`config.mk`:
```
export PLATFORM = sky130hd
export DESIGN_NAME = rls_top
export DESIGN_NICKNAME = d
export VERILOG_FILES = /design/src/rtl/rls_baud.v /design/src/rtl/rls_top.v /design/src/rtl/rls_wait.v
export VERILOG_INCLUDE_DIRS = /design/src /design/src/rtl
export SDC_FILE = /design/constraint.sdc
export NUM_CORES = 1
export LEC_CHECK = 0
export BUFFER_PORTS_ARGS = -buffer_cell sky130_fd_sc_hd__clkbuf_2
export CAP_MARGIN = 10
export CORE_AREA = 2 2 302 184
export DETAILED_ROUTE_END_ITERATION = 7
export DIE_AREA = 0 0 304 186
export GPL_TIMING_DRIVEN = 0
export PLACE_DENSITY = 0.57
export SKIP_LAST_GASP = 1
export SLEW_MARGIN = 0
export SYNTH_ARGS = -nofsm -noshare
export SYNTH_HDL_FRONTEND = slang
export SYNTH_SLANG_ARGS = --single-unit
```
`constraint.sdc`:
```
create_clock -name clk_sys -period 101.5 [get_ports clk_sys]
set_input_delay 20.3 -clock clk_sys [delete_from_list [all_inputs] [get_ports clk_sys]]
set_output_delay 20.3 -clock clk_sys [all_outputs]
set_load 0.01 [all_outputs]
```
`src/rtl/rls_map.vh`:
```
// Register offsets, field positions, reset values and timing for the reference-loss block
`ifndef RLS_MAP_VH
`define RLS_MAP_VH

`define RLS_CLK_HZ        20000000
`define RLS_TICK_MS       100
`define RLS_OVS           16

`define RLS_REG_CTRL      8'h00
`define RLS_REG_OUTFN     8'h01
`define RLS_REG_MIN_A     8'h02
`define RLS_REG_MIN_B     8'h03
`define RLS_REG_MIN_C     8'h04
`define RLS_REG_WAIT      8'h05
`define RLS_REG_SERCFG    8'h06
`define RLS_REG_COMM_TO   8'h07
`define RLS_REG_STATUS    8'h08
`define RLS_REG_INT_STAT  8'h09
`define RLS_REG_INT_MASK  8'h0a

`define RLS_CRIT_OFF      2'h0
`define RLS_CRIT_HALF     2'h1
`define RLS_CRIT_FULL     2'h2

`define RLS_ACT_HOLD      2'h0
`define RLS_ACT_COAST     2'h1
`define RLS_ACT_DECEL     2'h2

`define RLS_SRC_AUX       3'h2
`define RLS_SRC_VOLT      3'h3
`define RLS_SRC_CURR      3'h4
`define RLS_SRC_VPLUSI    3'h6
`define RLS_SRC_SERIAL    3'h7
`define RLS_RUN_SERIAL    2'h3

`define RLS_OFN_REF_LOSS  5'h0b
`define RLS_RST_TR_FN     5'h0c
`define RLS_RST_RLY_FN    5'h11

`define RLS_BAUD_1200     3'h0
`define RLS_BAUD_2400     3'h1
`define RLS_BAUD_4800     3'h2
`define RLS_BAUD_9600     3'h3
`define RLS_BAUD_19200    3'h4
`define RLS_RST_BAUD      3'h3

`define RLS_RST_STATION   8'h01
`define RLS_STATION_MAX   8'hfa
`define RLS_RST_COMM_ACT  2'h0

`define RLS_TIME_MIN      11'h001
`define RLS_TIME_MAX      11'h4b0
`define RLS_RST_WAIT      11'h00a
`define RLS_RST_COMM_TO   11'h00a

`define RLS_MODE_RUN      2'h0
`define RLS_MODE_HOLD     2'h1
`define RLS_MODE_COAST    2'h2
`define RLS_MODE_DECEL    2'h3

`define RLS_INT_FREQ_LOSS 0
`define RLS_INT_COMM_LOST 1
`define RLS_INT_FRAME     2

`endif

```
`src/rtl/rls_baud.v`:
```
// Oversampling baud-rate enable generator for the serial link
`timescale 1ns/100ps
`include "rls_map.vh"
module rls_baud #(
    parameter CLK_HZ = `RLS_CLK_HZ,
    parameter OVS    = `RLS_OVS
) (
    // Clock and reset
    input  wire       clk_sys,
    input  wire       rst_n,
    // Rate selection
    input  wire [2:0] baud_sel,
    // Oversample enable
    output reg        baud_tick_ff
);
    reg [15:0] div_ff;

    function [15:0] div_of;
        input [2:0] sel;
        integer     rate;
        integer     q;
        begin
            case (sel)
                `RLS_BAUD_1200:  rate = 1200;
                `RLS_BAUD_2400:  rate = 2400;
                `RLS_BAUD_4800:  rate = 4800;
                `RLS_BAUD_19200: rate = 19200;
                default:         rate = 9600;
            endcase
            q      = CLK_HZ / (rate * OVS) - 1;
            div_of = q[15:0];
        end
    endfunction

    always @(posedge clk_sys or negedge rst_n) begin
        if (!rst_n) begin
            div_ff       <= 16'h0000;
            baud_tick_ff <= 1'b0;
        end else if (div_ff >= div_of(baud_sel)) begin
            div_ff       <= 16'h0000;
            baud_tick_ff <= 1'b1;
        end else begin
            div_ff       <= div_ff + 16'h0001;
            baud_tick_ff <= 1'b0;
        end
    end
endmodule

```
`src/rtl/rls_top.v`:
```
// Reference-loss supervisor with serial port configuration registers
`timescale 1ns/100ps
`include "rls_map.vh"

// What this block does
// - Criterion code zero disables every analog reference loss check.
// - Criterion one flags loss below half the input's minimum level.
// - Criterion two flags loss below the input's minimum level.
// - Voltage-plus-current source is lost when either input is below its minimum.
// - Loss action applies only after the full wait time without valid reference.
// - Action zero holds frequency, one coasts, two decelerates to stop.
// - Output function eleven drives that output while frequency loss holds.
// - Run control from serial at run source three, frequency at source seven.
// - Station number 1 to 250, unique; only own-station frames are answered.
// - Baud selector picks 19200 down to 1200; code three is 9600, the default.
// - Protocol zero is binary RTU framing, one is bracketed ASCII framing.
// - No parity; two stop bits for RTU, one for ASCII, same at both ends.
// - Communication-loss action resets to zero, meaning no action.
// - Communication timeout resets to 1.0 s of silence before loss.
// - Loss wait time ranges 0.1 to 120 s, default 1.0 s.
module rls_top #(
    parameter CLK_HZ      = `RLS_CLK_HZ,
    parameter TICK_CYCLES = `RLS_CLK_HZ / 1000 * `RLS_TICK_MS,
    parameter AW          = 12
) (
    // Clock and reset
    input  wire          clk_sys,
    input  wire          rst_n,
    // Register port
    input  wire [7:0]    reg_addr,
    input  wire [15:0]   reg_wdata,
    input  wire          reg_wr,
    input  wire          reg_rd,
    output reg  [15:0]   reg_rdata_ff,
    // Measured analog references
    input  wire [AW-1:0] aux_ref_input,
    input  wire [AW-1:0] voltage_ref_input,
    input  wire [AW-1:0] current_ref_input,
    // Serial framer results
    input  wire          frame_done,
    input  wire          frame_ok,
    input  wire [7:0]    frame_station,
    output reg           frame_accept_ff,
    // Serial port setup
    output wire          baud_tick,
    output reg           proto_ascii_ff,
    output reg           stop_bits_two_ff,
    output reg           run_cmd_serial_ff,
    output reg           freq_cmd_serial_ff,
    // Drive control and indication
    output reg  [1:0]    drive_mode_ff,
    output reg           transistor_output_ff,
    output reg           relay_contacts_ff,
    output reg           freq_loss_ff,
    output wire          comm_lost,
    // Interrupt
    output wire          irq
);
    localparam integer TICK_M1   = TICK_CYCLES - 1;
    localparam [21:0]  TICK_LAST = TICK_M1[21:0];

    reg  [1:0]    loss_criterion_sel_ff;
    reg  [1:0]    loss_action_sel_ff;
    reg  [2:0]    freq_source_sel_ff;
    reg  [1:0]    run_cmd_source_ff;
    reg  [4:0]    transistor_output_func_ff;
    reg  [4:0]    relay_output_func_ff;
    reg  [AW-1:0] ref_min_level_a_ff;
    reg  [AW-1:0] ref_min_level_b_ff;
    reg  [AW-1:0] ref_min_level_c_ff;
    reg  [10:0]   loss_wait_time_ff;
    reg           proto_sel_ff;
    reg  [2:0]    baud_sel_ff;
    reg  [1:0]    comm_action_sel_ff;
    reg  [7:0]    station_ff;
    reg  [10:0]   comm_timeout_ff;
    reg  [2:0]    int_stat_ff;
    reg  [2:0]    int_mask_ff;
    reg  [2:0]    nxt_int_stat;
    reg  [21:0]   tick_cnt_ff;
    reg           tick_ff;
    reg           ref_raw_loss;
    reg           ref_lost_ff;
    reg           comm_lost_q_ff;
    reg  [1:0]    nxt_drive_mode;
    reg  [15:0]   nxt_rdata;
    wire          ref_expired;
    wire          wr_int_stat;
    wire          frame_hit;
    wire          station_legal;
    wire          analog_lost;
    wire [2:0]    events;

    // Below-minimum test shared by all three analog inputs
    function below_min;
        input [1:0]    crit;
        input [AW-1:0] val;
        input [AW-1:0] lim;
        begin
            case (crit)
                `RLS_CRIT_HALF: below_min = (val < (lim >> 1));
                `RLS_CRIT_FULL: below_min = (val < lim);
                default:        below_min = 1'b0;
            endcase
        end
    endfunction

    // Out-of-range time writes are pulled into the legal span
    function [10:0] clamp_time;
        input [15:0] v;
        begin
            if (v < {5'h00, `RLS_TIME_MIN})
                clamp_time = `RLS_TIME_MIN;
            else if (v > {5'h00, `RLS_TIME_MAX})
                clamp_time = `RLS_TIME_MAX;
            else
                clamp_time = v[10:0];
        end
    endfunction

    // Register writes
    always @(posedge clk_sys or negedge rst_n) begin
        if (!rst_n) begin
            loss_criterion_sel_ff     <= `RLS_CRIT_OFF;
            loss_action_sel_ff        <= `RLS_ACT_HOLD;
            freq_source_sel_ff        <= 3'h0;
            run_cmd_source_ff         <= 2'h0;
            transistor_output_func_ff <= `RLS_RST_TR_FN;
            relay_output_func_ff      <= `RLS_RST_RLY_FN;
            ref_min_level_a_ff        <= {AW{1'b0}};
            ref_min_level_b_ff        <= {AW{1'b0}};
            ref_min_level_c_ff        <= {AW{1'b0}};
            loss_wait_time_ff         <= `RLS_RST_WAIT;
            proto_sel_ff              <= 1'b0;
            baud_sel_ff               <= `RLS_RST_BAUD;
            comm_action_sel_ff        <= `RLS_RST_COMM_ACT;
            station_ff                <= `RLS_RST_STATION;
            comm_timeout_ff           <= `RLS_RST_COMM_TO;
            int_mask_ff               <= 3'h0;
        end else if (reg_wr) begin
            case (reg_addr)
                `RLS_REG_CTRL: begin
                    loss_criterion_sel_ff <= reg_wdata[1:0];
                    loss_action_sel_ff    <= reg_wdata[3:2];
                    freq_source_sel_ff    <= reg_wdata[6:4];
                    run_cmd_source_ff     <= reg_wdata[9:8];
                end
                `RLS_REG_OUTFN: begin
                    transistor_output_func_ff <= reg_wdata[4:0];
                    relay_output_func_ff      <= reg_wdata[12:8];
                end
                `RLS_REG_MIN_A:   ref_min_level_a_ff <= reg_wdata[AW-1:0];
                `RLS_REG_MIN_B:   ref_min_level_b_ff <= reg_wdata[AW-1:0];
                `RLS_REG_MIN_C:   ref_min_level_c_ff <= reg_wdata[AW-1:0];
                `RLS_REG_WAIT:    loss_wait_time_ff  <= clamp_time(reg_wdata);
                `RLS_REG_SERCFG: begin
                    proto_sel_ff       <= reg_wdata[0];
                    baud_sel_ff        <= reg_wdata[3:1];
                    comm_action_sel_ff <= reg_wdata[5:4];
                    station_ff         <= reg_wdata[15:8];
                end
                `RLS_REG_COMM_TO: comm_timeout_ff <= clamp_time(reg_wdata);
                `RLS_REG_INT_MASK: int_mask_ff    <= reg_wdata[2:0];
                default: begin
                end
            endcase
        end
    end

    // Read data stands only in the cycle after the strobe
    always @* begin
        nxt_rdata = 16'h0000;
        case (reg_addr)
            `RLS_REG_CTRL:     nxt_rdata = {6'h00, run_cmd_source_ff, 1'b0, freq_source_sel_ff,
                                            loss_action_sel_ff, loss_criterion_sel_ff};
            `RLS_REG_OUTFN:    nxt_rdata = {3'h0, relay_output_func_ff,
                                            3'h0, transistor_output_func_ff};
            `RLS_REG_MIN_A:    nxt_rdata[AW-1:0] = ref_min_level_a_ff;
            `RLS_REG_MIN_B:    nxt_rdata[AW-1:0] = ref_min_level_b_ff;
            `RLS_REG_MIN_C:    nxt_rdata[AW-1:0] = ref_min_level_c_ff;
            `RLS_REG_WAIT:     nxt_rdata = {5'h00, loss_wait_time_ff};
            `RLS_REG_SERCFG:   nxt_rdata = {station_ff, 2'h0, comm_action_sel_ff,
                                            baud_sel_ff, proto_sel_ff};
            `RLS_REG_COMM_TO:  nxt_rdata = {5'h00, comm_timeout_ff};
            `RLS_REG_STATUS:   nxt_rdata = {12'h000, stop_bits_two_ff, comm_lost,
                                            freq_loss_ff, ref_raw_loss};
            `RLS_REG_INT_STAT: nxt_rdata = {13'h0000, int_stat_ff};
            `RLS_REG_INT_MASK: nxt_rdata = {13'h0000, int_mask_ff};
            default:           nxt_rdata = 16'h0000;
        endcase
    end

    always @(posedge clk_sys or negedge rst_n) begin
        if (!rst_n)
            reg_rdata_ff <= 16'h0000;
        else if (reg_rd)
            reg_rdata_ff <= nxt_rdata;
        else
            reg_rdata_ff <= 16'h0000;
    end

    // Tenth-of-a-second enable for both timers
    always @(posedge clk_sys or negedge rst_n) begin
        if (!rst_n) begin
            tick_cnt_ff <= 22'h000000;
            tick_ff     <= 1'b0;
        end else if (tick_cnt_ff >= TICK_LAST) begin
            tick_cnt_ff <= 22'h000000;
            tick_ff     <= 1'b1;
        end else begin
            tick_cnt_ff <= tick_cnt_ff + 22'h000001;
            tick_ff     <= 1'b0;
        end
    end

    // Serial setup
    always @(posedge clk_sys or negedge rst_n) begin
        if (!rst_n) begin
            proto_ascii_ff     <= 1'b0;
            stop_bits_two_ff   <= 1'b1;
            run_cmd_serial_ff  <= 1'b0;
            freq_cmd_serial_ff <= 1'b0;
        end else begin
            proto_ascii_ff     <= proto_sel_ff;
            stop_bits_two_ff   <= ~proto_sel_ff;
            run_cmd_serial_ff  <= (run_cmd_source_ff == `RLS_RUN_SERIAL);
            freq_cmd_serial_ff <= (freq_source_sel_ff == `RLS_SRC_SERIAL);
        end
    end

    rls_baud #(
        .CLK_HZ       (CLK_HZ),
        .OVS          (`RLS_OVS)
    ) u_baud (
        .clk_sys      (clk_sys),
        .rst_n        (rst_n),
        .baud_sel     (baud_sel_ff),
        .baud_tick_ff (baud_tick)
    );

    // Station 0 and numbers above 250 never match, so a bad setup stays silent
    assign station_legal = (station_ff != 8'h00) && (station_ff <= `RLS_STATION_MAX);
    assign frame_hit     = frame_done && frame_ok && station_legal &&
                           (frame_station == station_ff);

    always @(posedge clk_sys or negedge rst_n) begin
        if (!rst_n)
            frame_accept_ff <= 1'b0;
        else
            frame_accept_ff <= frame_hit;
    end

    // Link silence timer restarts on every accepted frame
    rls_wait #(
        .W          (11)
    ) u_comm_wait (
        .clk_sys    (clk_sys),
        .rst_n      (rst_n),
        .run        (~frame_hit),
        .tick       (tick_ff),
        .limit      (comm_timeout_ff),
        .expired_ff (comm_lost)
    );

    // Raw reference loss by selected source
    assign analog_lost = below_min(loss_criterion_sel_ff, voltage_ref_input,
                                   ref_min_level_b_ff);

    always @* begin
        case (freq_source_sel_ff)
            `RLS_SRC_AUX:    ref_raw_loss = below_min(loss_criterion_sel_ff, aux_ref_input,
                                                      ref_min_level_a_ff);
            `RLS_SRC_VOLT:   ref_raw_loss = analog_lost;
            `RLS_SRC_CURR:   ref_raw_loss = below_min(loss_criterion_sel_ff, current_ref_input,
                                                      ref_min_level_c_ff);
            `RLS_SRC_VPLUSI: ref_raw_loss = analog_lost ||
                                            below_min(loss_criterion_sel_ff, current_ref_input,
                                                      ref_min_level_c_ff);
            `RLS_SRC_SERIAL: ref_raw_loss = comm_lost;
            default:         ref_raw_loss = 1'b0;
        endcase
    end

    rls_wait #(
        .W          (11)
    ) u_ref_wait (
        .clk_sys    (clk_sys),
        .rst_n      (rst_n),
        .run        (ref_raw_loss),
        .tick       (tick_ff),
        .limit      (loss_wait_time_ff),
        .expired_ff (ref_expired)
    );

    // Drive mode; coast outranks decel, decel outranks hold
    always @* begin
        nxt_drive_mode = `RLS_MODE_RUN;
        if ((ref_expired && loss_action_sel_ff == `RLS_ACT_COAST) ||
            (comm_lost && comm_action_sel_ff == `RLS_ACT_COAST))
            nxt_drive_mode = `RLS_MODE_COAST;
        else if ((ref_expired && loss_action_sel_ff == `RLS_ACT_DECEL) ||
                 (comm_lost && comm_action_sel_ff == `RLS_ACT_DECEL))
            nxt_drive_mode = `RLS_MODE_DECEL;
        else if (ref_expired && loss_action_sel_ff == `RLS_ACT_HOLD)
            nxt_drive_mode = `RLS_MODE_HOLD;
    end

    always @(posedge clk_sys or negedge rst_n) begin
        if (!rst_n) begin
            freq_loss_ff         <= 1'b0;
            drive_mode_ff        <= `RLS_MODE_RUN;
            transistor_output_ff <= 1'b0;
            relay_contacts_ff    <= 1'b0;
            ref_lost_ff          <= 1'b0;
            comm_lost_q_ff       <= 1'b0;
        end else begin
            freq_loss_ff         <= ref_expired;
            drive_mode_ff        <= nxt_drive_mode;
            transistor_output_ff <= ref_expired &&
                                    (transistor_output_func_ff == `RLS_OFN_REF_LOSS);
            relay_contacts_ff    <= ref_expired &&
                                    (relay_output_func_ff == `RLS_OFN_REF_LOSS);
            ref_lost_ff          <= ref_expired;
            comm_lost_q_ff       <= comm_lost;
        end
    end

    // Sticky events; a new event beats a simultaneous write-one clear
    assign events      = {frame_hit, comm_lost & ~comm_lost_q_ff, ref_expired & ~ref_lost_ff};
    assign wr_int_stat = reg_wr && (reg_addr == `RLS_REG_INT_STAT);

    always @* begin
        nxt_int_stat = int_stat_ff;
        if (wr_int_stat)
            nxt_int_stat = nxt_int_stat & ~reg_wdata[2:0];
        nxt_int_stat = nxt_int_stat | events;
    end

    always @(posedge clk_sys or negedge rst_n) begin
        if (!rst_n)
            int_stat_ff <= 3'h0;
        else
            int_stat_ff <= nxt_int_stat;
    end

    assign irq = |(int_stat_ff & int_mask_ff);
endmodule

```
`src/rtl/rls_wait.v`:
```
// Tick-counting wait timer that reports expiry of a programmable limit
`timescale 1ns/100ps
module rls_wait #(
    parameter W = 11
) (
    // Clock and reset
    input  wire         clk_sys,
    input  wire         rst_n,
    // Control
    input  wire         run,
    input  wire         tick,
    input  wire [W-1:0] limit,
    // Result
    output reg          expired_ff
);
    reg [W-1:0] cnt_ff;

    always @(posedge clk_sys or negedge rst_n) begin
        if (!rst_n) begin
            cnt_ff     <= {W{1'b0}};
            expired_ff <= 1'b0;
        end else if (!run) begin
            // Clearing at once lets a returning reference end the loss
            cnt_ff     <= {W{1'b0}};
            expired_ff <= 1'b0;
        end else begin
            // One extra tick: the free-running tick must never cut the wait short
            if (tick && (cnt_ff <= limit))
                cnt_ff <= cnt_ff + {{(W-1){1'b0}}, 1'b1};
            expired_ff <= (cnt_ff > limit);
        end
    end
endmodule

```
==> impl_results.md <==
- Htree depth: 4
- Main synth FF type: dfrtp_1
- Met1 Routed Length: ~39,000 µm
- Largest net degree at the start of global routing: 80
- Global placer's final weighted congestion: ~0.94
- Sum of overflow across all layers after global routing: 0
- Category of cells accounting for the largest share of critical-path delay: compound AO/OA/AOI/OAI gates
- Fraction of layout instances using a drive strength above 1: 12.5%
- Slew @ Worst Pin: 1.28 ns
- Number of I/O pins: 103
- Post-layout net count: slightly above 3,000
- Min Clock Period, post-route: 44.64 ns
- Aggregate routed wire length: between 70,000 and 80,000 µm
- Number of flops mapped to enable cells by yosys: 0
- Horizontal die dimension: 304 µm
- Library cell used as clock root buffer: clkbuf_16
- Avg WL per Cell: 21.7 µm
- Number of flip-flops and latches in the synthesized netlist: around 190
- Fraction of synthesized cell area taken by the top area cell type: about a fifth
- Max Clock Freq: between 20 and 25 MHz
- DR pass1 iterations: 5
- FFs w/ async S/R, synth: 100%
- Syn Inst Count: between 2,000 and 3,000
- Initial Util: between 30% and 40%
- CP endpoint kind: flop
- Hold crit path type: reg2reg
- Number of global-route vias before repair: just under 20,000
- Detailed-route via count: 21,000
- Critical path fanouts, max: 15
- Max-cap viol count: 0
- Number of port buffers: 97
- Outcome: finished clean
- Ant. Diodes: 0
- Crit path kind: reg2reg
- Setup fix buffers added after clock tree synthesis: 0
- Skew final: about 0.011 ns
- Placeable core area: between 0.05 and 0.06 mm²
- Arrival time at the worst endpoint: about 45 ns
- Most numerous cell in the Yosys netlist: ha_1
- Longest individual stage delay on the worst path: ~0.93 ns
- Crit path required time: around 100 ns
- Multi-input gate area: ~0.016 mm²
- Remaining max-slew budget at the tightest pin: approximately 15%
- Master of the slowest instance on the critical path: a2111oi_0
- Clock slew at the register clock pins of the worst setup and hold paths: roughly 0.080 ns
- Biggest area consumer among synthesized cells: dfrtp_1
- Number of buffers created by CTS: 17
- Post-Syn Area per Cell: between 8 and 9 µm²
- Standard-cell rows: 66
- Setup violators final: 0
- Initial antenna violation count: 1
- Overall die height: between 150 and 200 µm
- Final antenna-violating net count: 0
- Cell types occupying the most area after synthesis: dfrtp_1, ha_1, mux2_2, a21oi_1, nor2_1
- Number of synthesis warnings: 0
- Number of design-rule violations left by the first detailed-router iteration: around 2,100
- Critical Path Start Type: flop
- Clock sinks: roughly 190
- Insertion delay to the later sink of the worst-skew pair: between 0.4 and 0.5 ns
- Unrepaired setup endpoints after global routing: no
- Most prevalent standard cell on the critical path: ha_1
- Clock Tree Buf Depth: 2
- Hold Buf Count CTS: 0
- Fraction of the yosys area taken by sequential cells: between 20% and 30%
- First-pass GRT wire length: roughly 120,000 µm
- Netlist area before placement: 0.0213 mm²
- Setup TNS: 0 ns
- Final critical-path share of the clock period: between 40% and 50%
- Final hold violation count: 0
- Count of cell types in the netlist: about 130
- Highest routing layer actually used: met5
- Fill cells: 5,348
- Number of buffer and inverter stages on the critical path: 21
- Synth-to-Final Area Change: 9.99%
- Combined global-route utilization of all metal layers: a little over a quarter
- Via density: 6.07
- Commonest cells post-synth: ha_1, nor2_1, nand2_1
- Number of design rule violations left after detail routing: 0
- Number of max-slew violations in the final report: 0
- Clock tree from TritonCTS: yes
- Die Outline Area: between 0.05 and 0.06 mm²
- Detailed-placement wirelength estimate: about 61,000 µm
- Wire length on met3: roughly 7100 µm
- Reg area: between 0.004 and 0.005 mm²
- Wire length on met2: ~28,000 µm
- Count of cells resized by post-cts repair: 0
## worst paths after layout
check	startpoint	slack [ns]	depth (start not counted)	end
max in group asynchronous	rst_n	80.61	3	stop_bits_two_ff
min in group asynchronous	rst_n	19.78	1	u_comm_wait.cnt_ff[5]
max reg2reg	baud_sel_ff[2]	56.86	180	u_baud.div_ff[10]
max	baud_sel_ff[2]	56.86	180	u_baud.div_ff[10]
min	comm_lost_q_ff	0.44	1	int_stat_ff[1]
min reg2reg	comm_lost_q_ff	0.44	1	int_stat_ff[1]
## flip-flops by register name, indices dropped and copies added, names as in the netlist, 8 cells and up
signal	flops
reg_rdata_ff	16
u_ref_wait.cnt_ff	11
u_baud.div_ff	16
station_ff	8
loss_wait_time_ff	11
ref_min_level_a_ff	12
tick_cnt_ff	22
ref_min_level_b_ff	12
u_comm_wait.cnt_ff	11
ref_min_level_c_ff	12
comm_timeout_ff	11
## cells by family after synthesis
family | synth area share (%)
AND/OR/NAND/NOR | 22.3
AO/OA/AOI/OAI | 24.5
adder cells (fa/ha/maj) | 14.6
buffers and inverters | 3.71
flip-flops | 22.1
XOR/XNOR | 6.94
multiplexers | 5.85
other | 0.0352
## cell type report
class / count / area share (%)
Clock buffer: 18 / 1.83
Tap cell: 714 / 3.81
Buffer: 87 / 1.51
Inverter: 116 / 1.87
Sequential cell: 188 / 20.1
Timing Repair Buffer: 104 / 2.60
Multi-Input combinational cell: 2219 / 67.5
Clock inverter: 14 / 0.757
## stage by stage
stage	cell area, µm²	hold slack [ns]	setup slack (ns)	instances	utilization [%]
final	23500	0.440	56.86	3460	43.7
after global routing	23500	0.477	53.73	3460	43.7
after CTS	23500	0.446	57.95	3459	43.6
after detailed placement	22800	0.434	58.15	3427	42.5
after global placement	22700	0.408	57.96	3421	42.3
after floorplan	21400	0.394	67.85	2610	-
## placed cells by master, fill, tap and decap left out, drive strengths merged, types with 32 or more instances in the layout
cell type  instances
dfrtp            176
nor3              60
nand4             33
clkbuf           177
xnor2             99
o21ai            175
nand2b            68
a31oi             35
mux2              90
xor2              67
nand3             78
ha               247
nor2b             63
buf               32
nor2             245
inv              121
a21o              68
a21oi            199
nand2            210
## routing by layer
| layer | GRT usage, % | vias to the layer above |
|---|---|---|
| met5 | 0 | - |
| met3 | 6.05 | 63 |
| met1 | 41.7 | 10200 |
| li1 | - | 9874 |
| met4 | 4.48 | 2 |
| met2 | 35.2 | 829 |
Power is left out: the tool's default activity adds up to more than one toggle a clock period on the data nets, which glitch-free logic cannot reach.
